File: config.mk
export PLATFORM = sky130hd
export DESIGN_NAME = ssm_slave
export DESIGN_NICKNAME = d
export VERILOG_FILES = /design/src/rtl/ssm_pkg.sv /design/src/rtl/ssm_watchdog.sv /design/src/rtl/ssm_slave.sv
export VERILOG_INCLUDE_DIRS = /design/src /design/src/rtl
export SDC_FILE = /design/constraint.sdc
export NUM_CORES = 1
export LEC_CHECK = 0
export BUFFER_PORTS_ARGS = -buffer_cell sky130_fd_sc_hd__buf_2
export CAP_MARGIN = 20
export CORE_MARGIN = 4
export CORE_UTILIZATION = 50
export DETAILED_ROUTE_END_ITERATION = 12
export PLACE_DENSITY = 0.75
export REMOVE_ABC_BUFFERS = 1
export SYNTH_ARGS = -nofsm -noshare
export SYNTH_HDL_FRONTEND = slang
export SYNTH_SLANG_ARGS = --single-unit
File: constraint.sdc
create_clock -name clk -period 6.8 [get_ports clk]
set_clock_uncertainty 0.05 [all_clocks]
set_input_delay 0.34 -clock clk [delete_from_list [all_inputs] [get_ports clk]]
set_output_delay 0.34 -clock clk [all_outputs]
set_load 0.01 [all_outputs]
File: src/rtl/ssm_consts.svh
// ssm_consts.svh: offsets-free constants for the slave state machine block
// assumes inclusion by rtl and bench files of the ssm block only
`ifndef SSM_CONSTS_SVH
`define SSM_CONSTS_SVH
`define SSM_CLK_PERIOD_NS     32'd100
`define SSM_DC_STEP_NS        64'd100
`define SSM_WD_BASE_TICK_NS   32'd40
`define SSM_WD_MULT_RESET     16'h09C2
`define SSM_WD_COUNT_RESET    16'h03E8
`define SSM_AL_CODE_NONE      8'h00
`define SSM_AL_CODE_BAD_TRANS 8'h11
`define SSM_AL_CODE_BAD_MBX   8'h16
`define SSM_AL_CODE_BAD_PD    8'h1D
`define SSM_AL_CODE_BAD_DC    8'h30
`endif

File: src/rtl/ssm_pkg.sv
// ssm_pkg.sv: types shared by the slave state machine block
// assumes the constants header is included by the modules that need it
package ssm_pkg;
  typedef enum logic [2:0] {
    SSM_INIT,
    SSM_PREOP,
    SSM_SAFEOP,
    SSM_OP,
    SSM_BOOT
  } ssm_state_e;

  typedef struct packed {
    logic       valid;
    ssm_state_e target;
  } ssm_req_s;

  typedef struct packed {
    logic mbx_ok;
    logic pd_ok;
    logic dc_used;
    logic dc_ok;
  } ssm_cfg_s;

  typedef struct packed {
    logic        set;
    logic [63:0] value;
  } ssm_time_set_s;

  typedef logic [15:0] ssm_word_t;
endpackage : ssm_pkg

File: src/rtl/ssm_watchdog.sv
// ssm_watchdog.sv: process-data watchdog with 40 ns base ticks
// assumes same-clock restart pulses and static multiplier/count settings
`timescale 1ns/1ps
`default_nettype none
`include "ssm_consts.svh"
module ssm_watchdog
  import ssm_pkg::*;
(
  // clock and reset
  input  wire logic      clk,
  input  wire logic      srst,
  // settings
  input  wire ssm_word_t wd_mult,
  input  wire ssm_word_t wd_count,
  // events
  input  wire logic      restart,
  output logic           expired_q
);
  // one clock covers 2.5 base ticks, so elapsed time is summed in ns
  // and the residue past each watchdog tick is carried into the next
  logic [31:0] acc_ns_q;
  logic [31:0] acc_next;
  logic [31:0] tick_len_ns;
  logic [15:0] tick_q;
  logic        wd_tick;

  assign tick_len_ns = ({16'h0000, wd_mult} + 32'h00000002) * `SSM_WD_BASE_TICK_NS;
  assign acc_next    = acc_ns_q + `SSM_CLK_PERIOD_NS;
  assign wd_tick     = acc_next >= tick_len_ns;

  always_ff @(posedge clk) begin
    if (srst || restart) begin
      acc_ns_q <= 32'h00000000;
    end else if (wd_tick) begin
      // limitation: a zero multiplier gives ticks shorter than a clock and runs slow
      acc_ns_q <= acc_next - tick_len_ns;
    end else begin
      acc_ns_q <= acc_next;
    end
  end

  always_ff @(posedge clk) begin
    if (srst || restart) begin
      tick_q    <= 16'h0000;
      expired_q <= 1'b0;
    end else if (wd_count == 16'h0000) begin
      tick_q    <= 16'h0000;
      expired_q <= 1'b0;
    end else if (wd_tick && !expired_q) begin
      tick_q <= tick_q + 16'h0001;
      if (tick_q + 16'h0001 >= wd_count) begin
        expired_q <= 1'b1;
      end
    end
  end
endmodule : ssm_watchdog
`default_nettype wire

File: src/rtl/ssm_slave.sv
// ssm_slave.sv: slave communication state machine, traffic gating,
// safe-output control and nanosecond local clock, 64-bit or 32-bit with REDUCED_DC
// assumes all inputs come from logic on clk; the master side requests states
`timescale 1ns/1ps
`default_nettype none
`include "ssm_consts.svh"
module ssm_slave
  import ssm_pkg::*;
#(
  parameter int OUT_W      = 16,
  parameter int IN_W       = 16,
  parameter bit REDUCED_DC = 1'b0
)
(
  // clock and reset
  input  wire logic            clk,
  input  wire logic            srst,
  // state requests from the master side
  input  wire ssm_req_s        req,
  input  wire ssm_cfg_s        cfg,
  input  wire logic            err_ack,
  output ssm_state_e           state_q,
  output logic                 ack_q,
  output logic                 err_q,
  output logic [7:0]           err_code_q,
  // mailbox gating
  input  wire logic            mbx_req,
  input  wire logic            mbx_is_file,
  output logic                 mbx_accept,
  output logic                 mbx_reject,
  // process data
  input  wire logic            pd_req,
  output logic                 pd_accept,
  output logic                 pd_reject,
  input  wire logic [OUT_W-1:0] pd_out_data,
  input  wire logic            pd_out_valid,
  // application inputs and outputs
  input  wire logic [IN_W-1:0] app_in,
  input  wire logic [OUT_W-1:0] safe_value,
  output logic [IN_W-1:0]      mem_in_q,
  output logic                 mem_in_we_q,
  output logic [OUT_W-1:0]     app_out_q,
  output logic                 outputs_safe,
  // watchdog settings
  input  wire ssm_word_t       wd_mult,
  input  wire ssm_word_t       wd_count,
  output logic                 wd_expired,
  // distributed clock
  input  wire ssm_time_set_s   time_set,
  input  wire logic signed [31:0] time_adj,
  input  wire logic            time_adj_stb,
  output logic [63:0]          local_time_q
);
  // a Safe_operational_state request from SSM_PREOP first spends one cycle copying inputs, then acks
  logic        copy_pend_q;
  logic        pd_en;
  logic        wd_restart;
  logic        refuse;
  logic [7:0]  refuse_code;
  logic        copy_start;

  assign pd_en = (state_q == SSM_SAFEOP) || (state_q == SSM_OP);

  // mailbox and process data gating per state
  always_comb begin
    mbx_accept = 1'b0;
    unique case (state_q)
      SSM_INIT:   mbx_accept = 1'b0;
      SSM_PREOP:  mbx_accept = mbx_req;
      SSM_SAFEOP: mbx_accept = mbx_req;
      SSM_OP:     mbx_accept = mbx_req;
      SSM_BOOT:   mbx_accept = mbx_req && mbx_is_file;
    endcase
  end
  assign mbx_reject = mbx_req && !mbx_accept;
  assign pd_accept  = pd_req && pd_en;
  assign pd_reject  = pd_req && !pd_en;
  assign wd_restart = pd_accept;

  // transition check
  always_comb begin
    refuse      = 1'b0;
    refuse_code = `SSM_AL_CODE_NONE;
    unique case (req.target)
      SSM_INIT: begin
        refuse = 1'b0;
      end
      SSM_PREOP: begin
        if (state_q == SSM_BOOT) begin
          refuse      = 1'b1;
          refuse_code = `SSM_AL_CODE_BAD_TRANS;
        end else if (state_q == SSM_INIT && !cfg.mbx_ok) begin
          refuse      = 1'b1;
          refuse_code = `SSM_AL_CODE_BAD_MBX;
        end
      end
      SSM_SAFEOP: begin
        if (state_q == SSM_INIT || state_q == SSM_BOOT) begin
          refuse      = 1'b1;
          refuse_code = `SSM_AL_CODE_BAD_TRANS;
        end else if (state_q == SSM_PREOP && !cfg.pd_ok) begin
          refuse      = 1'b1;
          refuse_code = `SSM_AL_CODE_BAD_PD;
        end else if (state_q == SSM_PREOP && cfg.dc_used && !cfg.dc_ok) begin
          refuse      = 1'b1;
          refuse_code = `SSM_AL_CODE_BAD_DC;
        end
      end
      SSM_OP: begin
        // Op only from Safe_operational_state or Op itself; it is where start-up ends
        if (state_q != SSM_SAFEOP && state_q != SSM_OP) begin
          refuse      = 1'b1;
          refuse_code = `SSM_AL_CODE_BAD_TRANS;
        end
      end
      SSM_BOOT: begin
        if (state_q != SSM_INIT && state_q != SSM_BOOT) begin
          refuse      = 1'b1;
          refuse_code = `SSM_AL_CODE_BAD_TRANS;
        end
      end
      default: begin
        refuse      = 1'b1;
        refuse_code = `SSM_AL_CODE_BAD_TRANS;
      end
    endcase
  end

  // state register
  always_ff @(posedge clk) begin
    if (srst) begin
      state_q     <= SSM_INIT;
      copy_pend_q <= 1'b0;
      ack_q       <= 1'b0;
    end else begin
      ack_q <= 1'b0;
      if (copy_pend_q) begin
        copy_pend_q <= 1'b0;
        state_q     <= SSM_SAFEOP;
        ack_q       <= 1'b1;
      end else if (req.valid && !refuse) begin
        if (req.target == SSM_SAFEOP && state_q == SSM_PREOP) begin
          copy_pend_q <= 1'b1;
        end else begin
          state_q <= req.target;
          ack_q   <= 1'b1;
        end
      end
    end
  end

  // error flag: a new refusal wins over the acknowledge
  always_ff @(posedge clk) begin
    if (srst) begin
      err_q      <= 1'b0;
      err_code_q <= `SSM_AL_CODE_NONE;
    end else if (req.valid && refuse && !copy_pend_q) begin
      err_q      <= 1'b1;
      err_code_q <= refuse_code;
    end else if (err_ack) begin
      err_q      <= 1'b0;
      err_code_q <= `SSM_AL_CODE_NONE;
    end
  end

  // the copy lands on the accepting edge, a full cycle ahead of the Safe_operational_state ack
  assign copy_start = req.valid && !refuse && !copy_pend_q && req.target == SSM_SAFEOP
    && state_q == SSM_PREOP;

  // inputs into the dual-port memory: at the Safe_operational_state copy and every cycle in Safe_operational_state or Op
  always_ff @(posedge clk) begin
    if (srst) begin
      mem_in_q    <= '0;
      mem_in_we_q <= 1'b0;
    end else begin
      mem_in_we_q <= copy_start || pd_en;
      if (copy_start || pd_en) begin
        mem_in_q <= app_in;
      end
    end
  end

  ssm_watchdog u_wd (
    .clk       (clk),
    .srst      (srst),
    .wd_mult   (wd_mult),
    .wd_count  (wd_count),
    .restart   (wd_restart),
    .expired_q (wd_expired)
  );

  // outputs follow master data only in Op with a healthy or disabled watchdog;
  // Safe_operational_state holds them safe, accepting the off state over any stale data
  assign outputs_safe = !(state_q == SSM_OP) || wd_expired;

  always_ff @(posedge clk) begin
    if (srst || outputs_safe) begin
      app_out_q <= safe_value;
    end else if (pd_out_valid && pd_accept) begin
      app_out_q <= pd_out_data;
    end
  end

  // local time in ns, stepped by the clock period; master may load or nudge it
  always_ff @(posedge clk) begin
    if (srst) begin
      local_time_q <= 64'h0000000000000000;
    end else if (time_set.set) begin
      local_time_q <= REDUCED_DC ? {32'h00000000, time_set.value[31:0]} : time_set.value;
    end else if (time_adj_stb) begin
      local_time_q <= REDUCED_DC
        ? {32'h00000000, 32'(local_time_q[31:0] + `SSM_DC_STEP_NS + 64'(time_adj))}
        : local_time_q + `SSM_DC_STEP_NS + 64'(time_adj);
    end else if (REDUCED_DC) begin
      local_time_q <= {32'h00000000, 32'(local_time_q[31:0] + `SSM_DC_STEP_NS)};
    end else begin
      local_time_q <= local_time_q + `SSM_DC_STEP_NS;
    end
  end
endmodule : ssm_slave
`default_nettype wire

==> results of run 1 <==
==> final cells by class <==
type                            instances  area (um2)
Timing Repair Buffer                  317        1620
Tap cell                              384         480
Clock buffer                           19         444
Fill cell                            2743       11800
Sequential cell                       156        3280
Antenna cell                            2        5.00
Multi-Input combinational cell       1579       10700
Inverter                               68         255
Clock inverter                         13         154
==> per-layer routing <==
layer | vias up | share of wire | track usage
met2 | 527 | 0.46 | 0.423
li1 | 7343 | - | -
met3 | 73 | 0.063 | 0.0316
met4 | 2 | 0.027 | 0.0819
met5 | - | 0.00030 | 0
met1 | 6972 | 0.45 | 0.360
==> cell usage in the layout (no fill, tap or decap), types with 10 or more instances in the layout <==
cell,Yosys,routed
and3_1,35,35
nand2b_1,11,11
a211o_1,14,14
o211ai_1,13,13
nor4_1,19,19
buf_4,4,12
and2_1,17,17
a221oi_1,13,13
mux2_2,18,18
buf_2,3,305
xor2_1,89,89
o21ai_0,52,52
a21oi_1,169,169
xnor2_1,131,131
dfxtp_1,140,140
inv_1,68,67
nand4_1,41,41
nor3_1,44,44
nor2b_1,20,20
and4_1,14,14
edfxtp_1,16,16
a31oi_1,19,19
o22ai_1,10,10
nand3_1,65,65
mux2i_1,34,34
o21a_1,16,16
o21bai_1,24,23
nor2_1,225,225
ha_1,132,132
clkbuf_16,0,17
a211oi_1,27,27
nand2_1,158,158
a21o_1,46,46
==> how the worst max path moves through the flow <==
stage	from	to	slack, ns	depth (start not counted)
5_1_grt	wd_mult[1]	u_wd.tick_q[5]$_SDFFE_PP0P_	0.44	26
6_report	wd_mult[1]	u_wd.tick_q[5]$_SDFFE_PP0P_	0.89	26
2_1_floorplan	wd_mult[1]	u_wd.tick_q[0]$_SDFFE_PP0P_	0.24	24
3_3_place_gp	wd_mult[1]	u_wd.tick_q[0]$_SDFFE_PP0P_	0.69	26
3_5_place_dp	wd_mult[1]	u_wd.tick_q[6]$_SDFFE_PP0P_	0.52	26
4_1_cts	wd_mult[1]	u_wd.tick_q[5]$_SDFFE_PP0P_	0.92	26
==> registers in the layout, summed over array words and instances (netlist names) <==
register        flops
ack_q               1
app_out_q          16
u_wd.tick_q        16
local_time_q       64
mem_in_q           16
u_wd.acc_ns_q      30
mem_in_we_q         1
u_wd.expired_q      1
state_q             3
err_q               1
err_code_q          6
copy_pend_q         1
==> cell families (layout without fill, tap and decap cells) <==
family | count (synthesis) | in the layout | synth area share
compound gates | 477 | 477 | 0.217
flops | 156 | 156 | 0.225
fa+ha+maj | 135 | 135 | 0.117
xor+xnor | 220 | 220 | 0.132
buf+inv | 149 | 417 | 0.0411
simple gates | 693 | 693 | 0.230
mux | 52 | 52 | 0.0372
other cells | 1 | 4 | 0.000257
==> where the power goes <==
part | switching, mW | leakage, nW | internal [mW]
Combinational | 1.32 | 6.23 | 0.974
Sequential | 0.151 | 1.32 | 1.06
Clock | 0.444 | 0.290 | 0.562
Total | 1.91 | 7.85 | 2.60
==> worst max-delay path, delay by kind of cell <==
family	cells	cell delay [ns]
compound gates	10	2.16
simple gates	6	1.35
fa+ha+maj	4	1.25
xor+xnor	4	0.64
buf+inv	2	0.42
==> per-stage QoR <==
step / total power, mW / instances / worst slack, ns
after floorplan: 2.90 / 1803 / 0.242
after global placement: 3.43 / 2504 / 0.693
after detailed placement: 3.48 / 2504 / 0.518
after CTS: 4.50 / 2536 / 0.916
after global routing: 4.83 / 2537 / 0.437
final: 4.51 / 2538 / 0.894
==> impl_metrics.ini, run 1 <==
[run_status]
status = complete, no violations

[layout]
final_core_util = 0.589
area.growth.synth_to_final_pct = 16.2
nets = 2467
postLayoutCellArea_um2 = 17000
layout-drive-gt1-share = 0.184

[hold_path]
hp-class = in2reg
holdPathStages = 3
holdPathEnd = local_time_q[19]$_SDFF_PP0_
hold_path_startpoint = time_set[19]

[floorplan]
core_area_um2 = 28800
start_util = 0.507
fp.dieArea_um2 = 32000
die_h_um = 179
dieWidth_um = 179
rows = 62
ios = 309

[logic_synthesis]
synth_area_leaders = dfxtp_1 19%, ha_1 11%, xnor2_1 7.9%
ys.flop_type = dfxtp_1
synth_top_area_frac = 0.192
syn_area_per_cell_um2 = 7.75
synthTopCellsByCount = 225 x nor2_1, 169 x a21oi_1, 158 x nand2_1, 140 x dfxtp_1, 132 x ha_1
yosysMostFrequentCell = nor2_1
synthCells = 1883
ys_ff_latch = 156
synth_edf_count = 16
ys_types = 82
synth_top_area_cell = dfxtp_1
async_flop_share = 0
yosys_warnings = 0
synth_seq_area_share = 0.225
synthesis.area_um2 = 14600

[place]
numPortBuffers = 306
place_hpwl_um = 34200
gp_congestion = 1.00
place_area_um2 = 16400

[grt]
grt.overflow.total = 0
grt_max_degree = 76
first_global_vias = 13800
antenna_found_initial = 3
grt_pass1_wl_um = 68600
grt_util_all_layers = 0.260

[critical_path]
critical_path.most_common_cell = a21oi_1
crit_fanout = 23
arrival_ns = 6.16
cp_data_required_time_ns = 7.06
endpoint_kind = flop
cp-start-kind = primary input
r2r_end = local_time_q[63]$_SDFF_PP0_
r2r-start = local_time_q[2]$_SDFF_PP0_
ff2ff_path_depth = 16
rrSetupSlack_ns = 1.21
path_class = in2reg
slowest_stage = or4_1
cpPeakStageDelay_ns = 0.54

[sta]
setup-violations-final = 0
fin_tns_setup_ns = 0
period_share = 0.869
whs_ns = 0.0778
hold_viol_final = 0
slew_headroom = 0.240
rsz0062_at_grt = false
fmax_mhz = 169
tightest_slew_ns = 1.14
drv_slew = 0
period_needed_ns = 5.91

[routing]
drt_pass1_iterations = 5
wirelength_um = 43800
remaining_drc_errors = 0
vias = 14900
ant_nets = 0
avgViaCountPerCell = 5.88
drt_iter0_drc = 1011
wl_per_cell_um = 17.2

[clock_network]
clkLatencyLatePin_ns = 0.44
cts-root-buf = clkbuf_16
cts_buffer_depth = 2
tritoncts = built
cts_sinks = 156
cts-resized-gates = 0
cts.clk_slew.worst_paths_ns = 0.07
postCtsHoldBufs = 0
post_cts_buffers = 0
h-tree-depth = 4
numCtsBuffers = 17

[power_and_ir_drop]
p_per_area_nw_per_um2 = 266
ir_worst_vdd_mv = 0.153
leakage_nw = 7.85

[run]
maxCapViolations = 0
(Power assumes the default switching activity.)
==> run 2: changes to the inputs <==
--- a/config.mk
+++ b/config.mk
@@ -8,10 +8,13 @@
 export LEC_CHECK = 0
 export BUFFER_PORTS_ARGS = -buffer_cell sky130_fd_sc_hd__buf_2
 export CAP_MARGIN = 20
+export CELL_PAD_IN_SITES_DETAIL_PLACEMENT = 0
+export CELL_PAD_IN_SITES_GLOBAL_PLACEMENT = 2
+export CORE_ASPECT_RATIO = 1.1
 export CORE_MARGIN = 4
-export CORE_UTILIZATION = 50
+export CORE_UTILIZATION = 32
 export DETAILED_ROUTE_END_ITERATION = 12
-export PLACE_DENSITY = 0.75
+export PLACE_DENSITY = 0.83
 export REMOVE_ABC_BUFFERS = 1
 export SYNTH_ARGS = -nofsm -noshare
 export SYNTH_HDL_FRONTEND = slang
==> run 2 against run 1 <==
Core utilization is 20 points lower; design area is 1.7% higher; via count is 1.9% lower; critical path depth stayed put; combinational power hardly changed; die area is 53% higher; maximum frequency is 2.1% lower; sequential share of layout area is 0.32 points lower; register-to-register slack worse by 0.13 ns; setup slack worse by 0.13 ns.
==> impl_metrics.ini, run 2 (same netlist as run 1, synthesis figures left out) <==
[run_status]
status = complete, no violations

[critical_path]
crit_fanout = 35
cp_data_required_time_ns = 7.11
slowest_stage = or4_1
r2r-start = local_time_q[4]$_SDFF_PP0_
startpoint = wd_mult[1]
path_class = in2reg
crit_family = compound AO/OA/AOI/OAI gates
rrSetupSlack_ns = 1.08
endpoint_kind = flop
cpPeakStageDelay_ns = 0.54
critical_path.most_common_cell = a21oi_1
critical_path_buf_inv_count = 2
arrival_ns = 6.34
ff2ff_path_depth = 16
cp-start-kind = primary input
r2r_end = local_time_q[58]$_SDFF_PP0_

[run]
maxCapViolations = 0

[sta]
fin_tns_setup_ns = 0
hold_viol_final = 0
setup-violations-final = 0
tightest_slew_ns = 1.02
rsz0062_at_grt = false
period_share = 0.888
slew_headroom = 0.312
drv_slew = 0
period_needed_ns = 6.04
fmax_mhz = 166

[place]
place_hpwl_um = 39800
gp_congestion = 0.899
numPortBuffers = 306

[floorplan]
dieWidth_um = 212
die_h_um = 232
fp.dieArea_um2 = 49100
start_util = 0.326
rows = 81
ios = 309
core_area_um2 = 44800

[layout]
top_register = local_time_q
final_common_cell = buf_2
largest_reg_flops = 64
area.growth.synth_to_final_pct = 18.2
layout-drive-gt1-share = 0.184
final_core_util = 0.385
nets = 2470
reg_top3 = local_time_q (64), u_wd.acc_ns_q (30)
layout_common_cells = 305 x buf_2, 225 x nor2_1, 169 x a21oi_1, 158 x nand2_1, 140 x dfxtp_1

[grt]
grt_max_degree = 56
grt.overflow.total = 0
grt_util_all_layers = 0.197
first_global_vias = 14500
grt_pass1_wl_um = 78100
antenna_found_initial = 4

[clock_network]
clkLatencyLatePin_ns = 0.47
cts.clk_slew.worst_paths_ns = 0.07
post_cts_buffers = 0
tritoncts = built
numCtsBuffers = 17
postCtsHoldBufs = 0
cts_sinks = 156
cts-resized-gates = 0
h-tree-depth = 4
cts-root-buf = clkbuf_16
cts_buffer_depth = 2

[routing]
remaining_drc_errors = 0
wl_per_cell_um = 18.2
vias = 14600
ant_nets = 0
avgViaCountPerCell = 5.35
drt_pass1_iterations = 5
wirelength_um = 49800
drt_iter0_drc = 864

[power_and_ir_drop]
comb_power_share = 0.505
cell_internal_pwr_mw = 2.62
switching_share = 0.425
leakage_nw = 7.86
pwr-share-seq = 0.265
clkPwrFrac = 0.230
ir_worst_vdd_mv = 0.222
p_per_area_nw_per_um2 = 264
p_sw_mw = 1.94

[hold_path]
holdPathEnd = local_time_q[16]$_SDFF_PP0_
hold_path_startpoint = time_set[16]
hp-class = in2reg
holdPathStages = 3
run 2: cell types whose count changed in the layout (fill, tap and decap cells not counted):
cell	delta
clkinvlp_4	+2
bufinv_16	+1
buf_4	+2
buf_6	+1
clkinv_1	+2
clkbuf_8	-1
clkinv_4	-2
inv_6	-2
inv_4	-1
clkbuf_2	-1
inv_8	+2
run 2: layout make-up:
| cell class | instances | area, um2 |
|---|---|---|
| repair buffers | 320 | 1640 |
| diodes | 2 | 5.00 |
| flip-flops and latches | 156 | 3280 |
| well taps | 581 | 727 |
| clock buffers | 17 | 425 |
| inverters | 68 | 255 |
| fillers | 4726 | 27500 |
| clock inverters | 15 | 188 |
| multi-input cells | 1579 | 10700 |
run 2: how the worst max path moves through the flow:
stage | to | slack [ns] | depth (start not counted)
after floorplan | u_wd.tick_q[0]$_SDFFE_PP0P_ | 0.24 | 24
after global placement | u_wd.acc_ns_q[31]$_SDFF_PP0_ | 0.45 | 26
after detailed placement | u_wd.acc_ns_q[31]$_SDFF_PP0_ | 0.30 | 26
after CTS | u_wd.acc_ns_q[31]$_SDFF_PP0_ | 0.79 | 26
after global routing | u_wd.acc_ns_q[31]$_SDFF_PP0_ | 0.25 | 26
final | u_wd.acc_ns_q[31]$_SDFF_PP0_ | 0.76 | 26
run 2: power groups by stage:
stage	Clock [mW]	Sequential [mW]	Combinational, mW
final	1.05	1.21	2.30
after floorplan	0	1.21	1.69
after global routing	1.11	1.23	2.60
after global placement	0	1.22	2.27
after detailed placement	0	1.23	2.29
after CTS	1.08	1.21	2.31
run 2: per-stage QoR:
| stage | hold slack, ns | cell area (um2) | total power, mW | setup slack, ns | instances |
|---|---|---|---|---|---|
| 2_1_floorplan | 0.355 | 14300 | 2.90 | 0.242 | 1803 |
| 3_3_place_gp | 0.392 | 16600 | 3.50 | 0.449 | 2703 |
| 3_5_place_dp | 0.399 | 16600 | 3.52 | 0.300 | 2703 |
| 4_1_cts | 0.0256 | 17200 | 4.59 | 0.788 | 2735 |
| 5_1_grt | 0.0455 | 17200 | 4.93 | 0.254 | 2737 |
| 6_report | 0.0526 | 17300 | 4.56 | 0.764 | 2738 |
run 2: worst reg2reg max path, cell delays in order (launching register included):
cell,delay [ns]
dfxtp_1,0.42
a311oi_1,0.20
nor2_1,0.57
nand4_2,0.48
nor2_1,0.25
xor2_1,0.11
ha_1,0.42
nand3_1,0.16
or3_1,0.40
or4_1,0.55
a211oi_2,0.24
nor2_1,0.17
o31ai_4,0.43
a41oi_1,0.35
o21ai_0,0.29
mux2_2,0.40
nor3_1,0.16
run 2: per-layer routing:
layer	up-vias	wire, um	global-route usage
met5	-	13	0
met4	2	967	0.0576
met3	47	2430	0.0309
met2	315	23300	0.327
met1	6919	23100	0.265
li1	7358	-	-
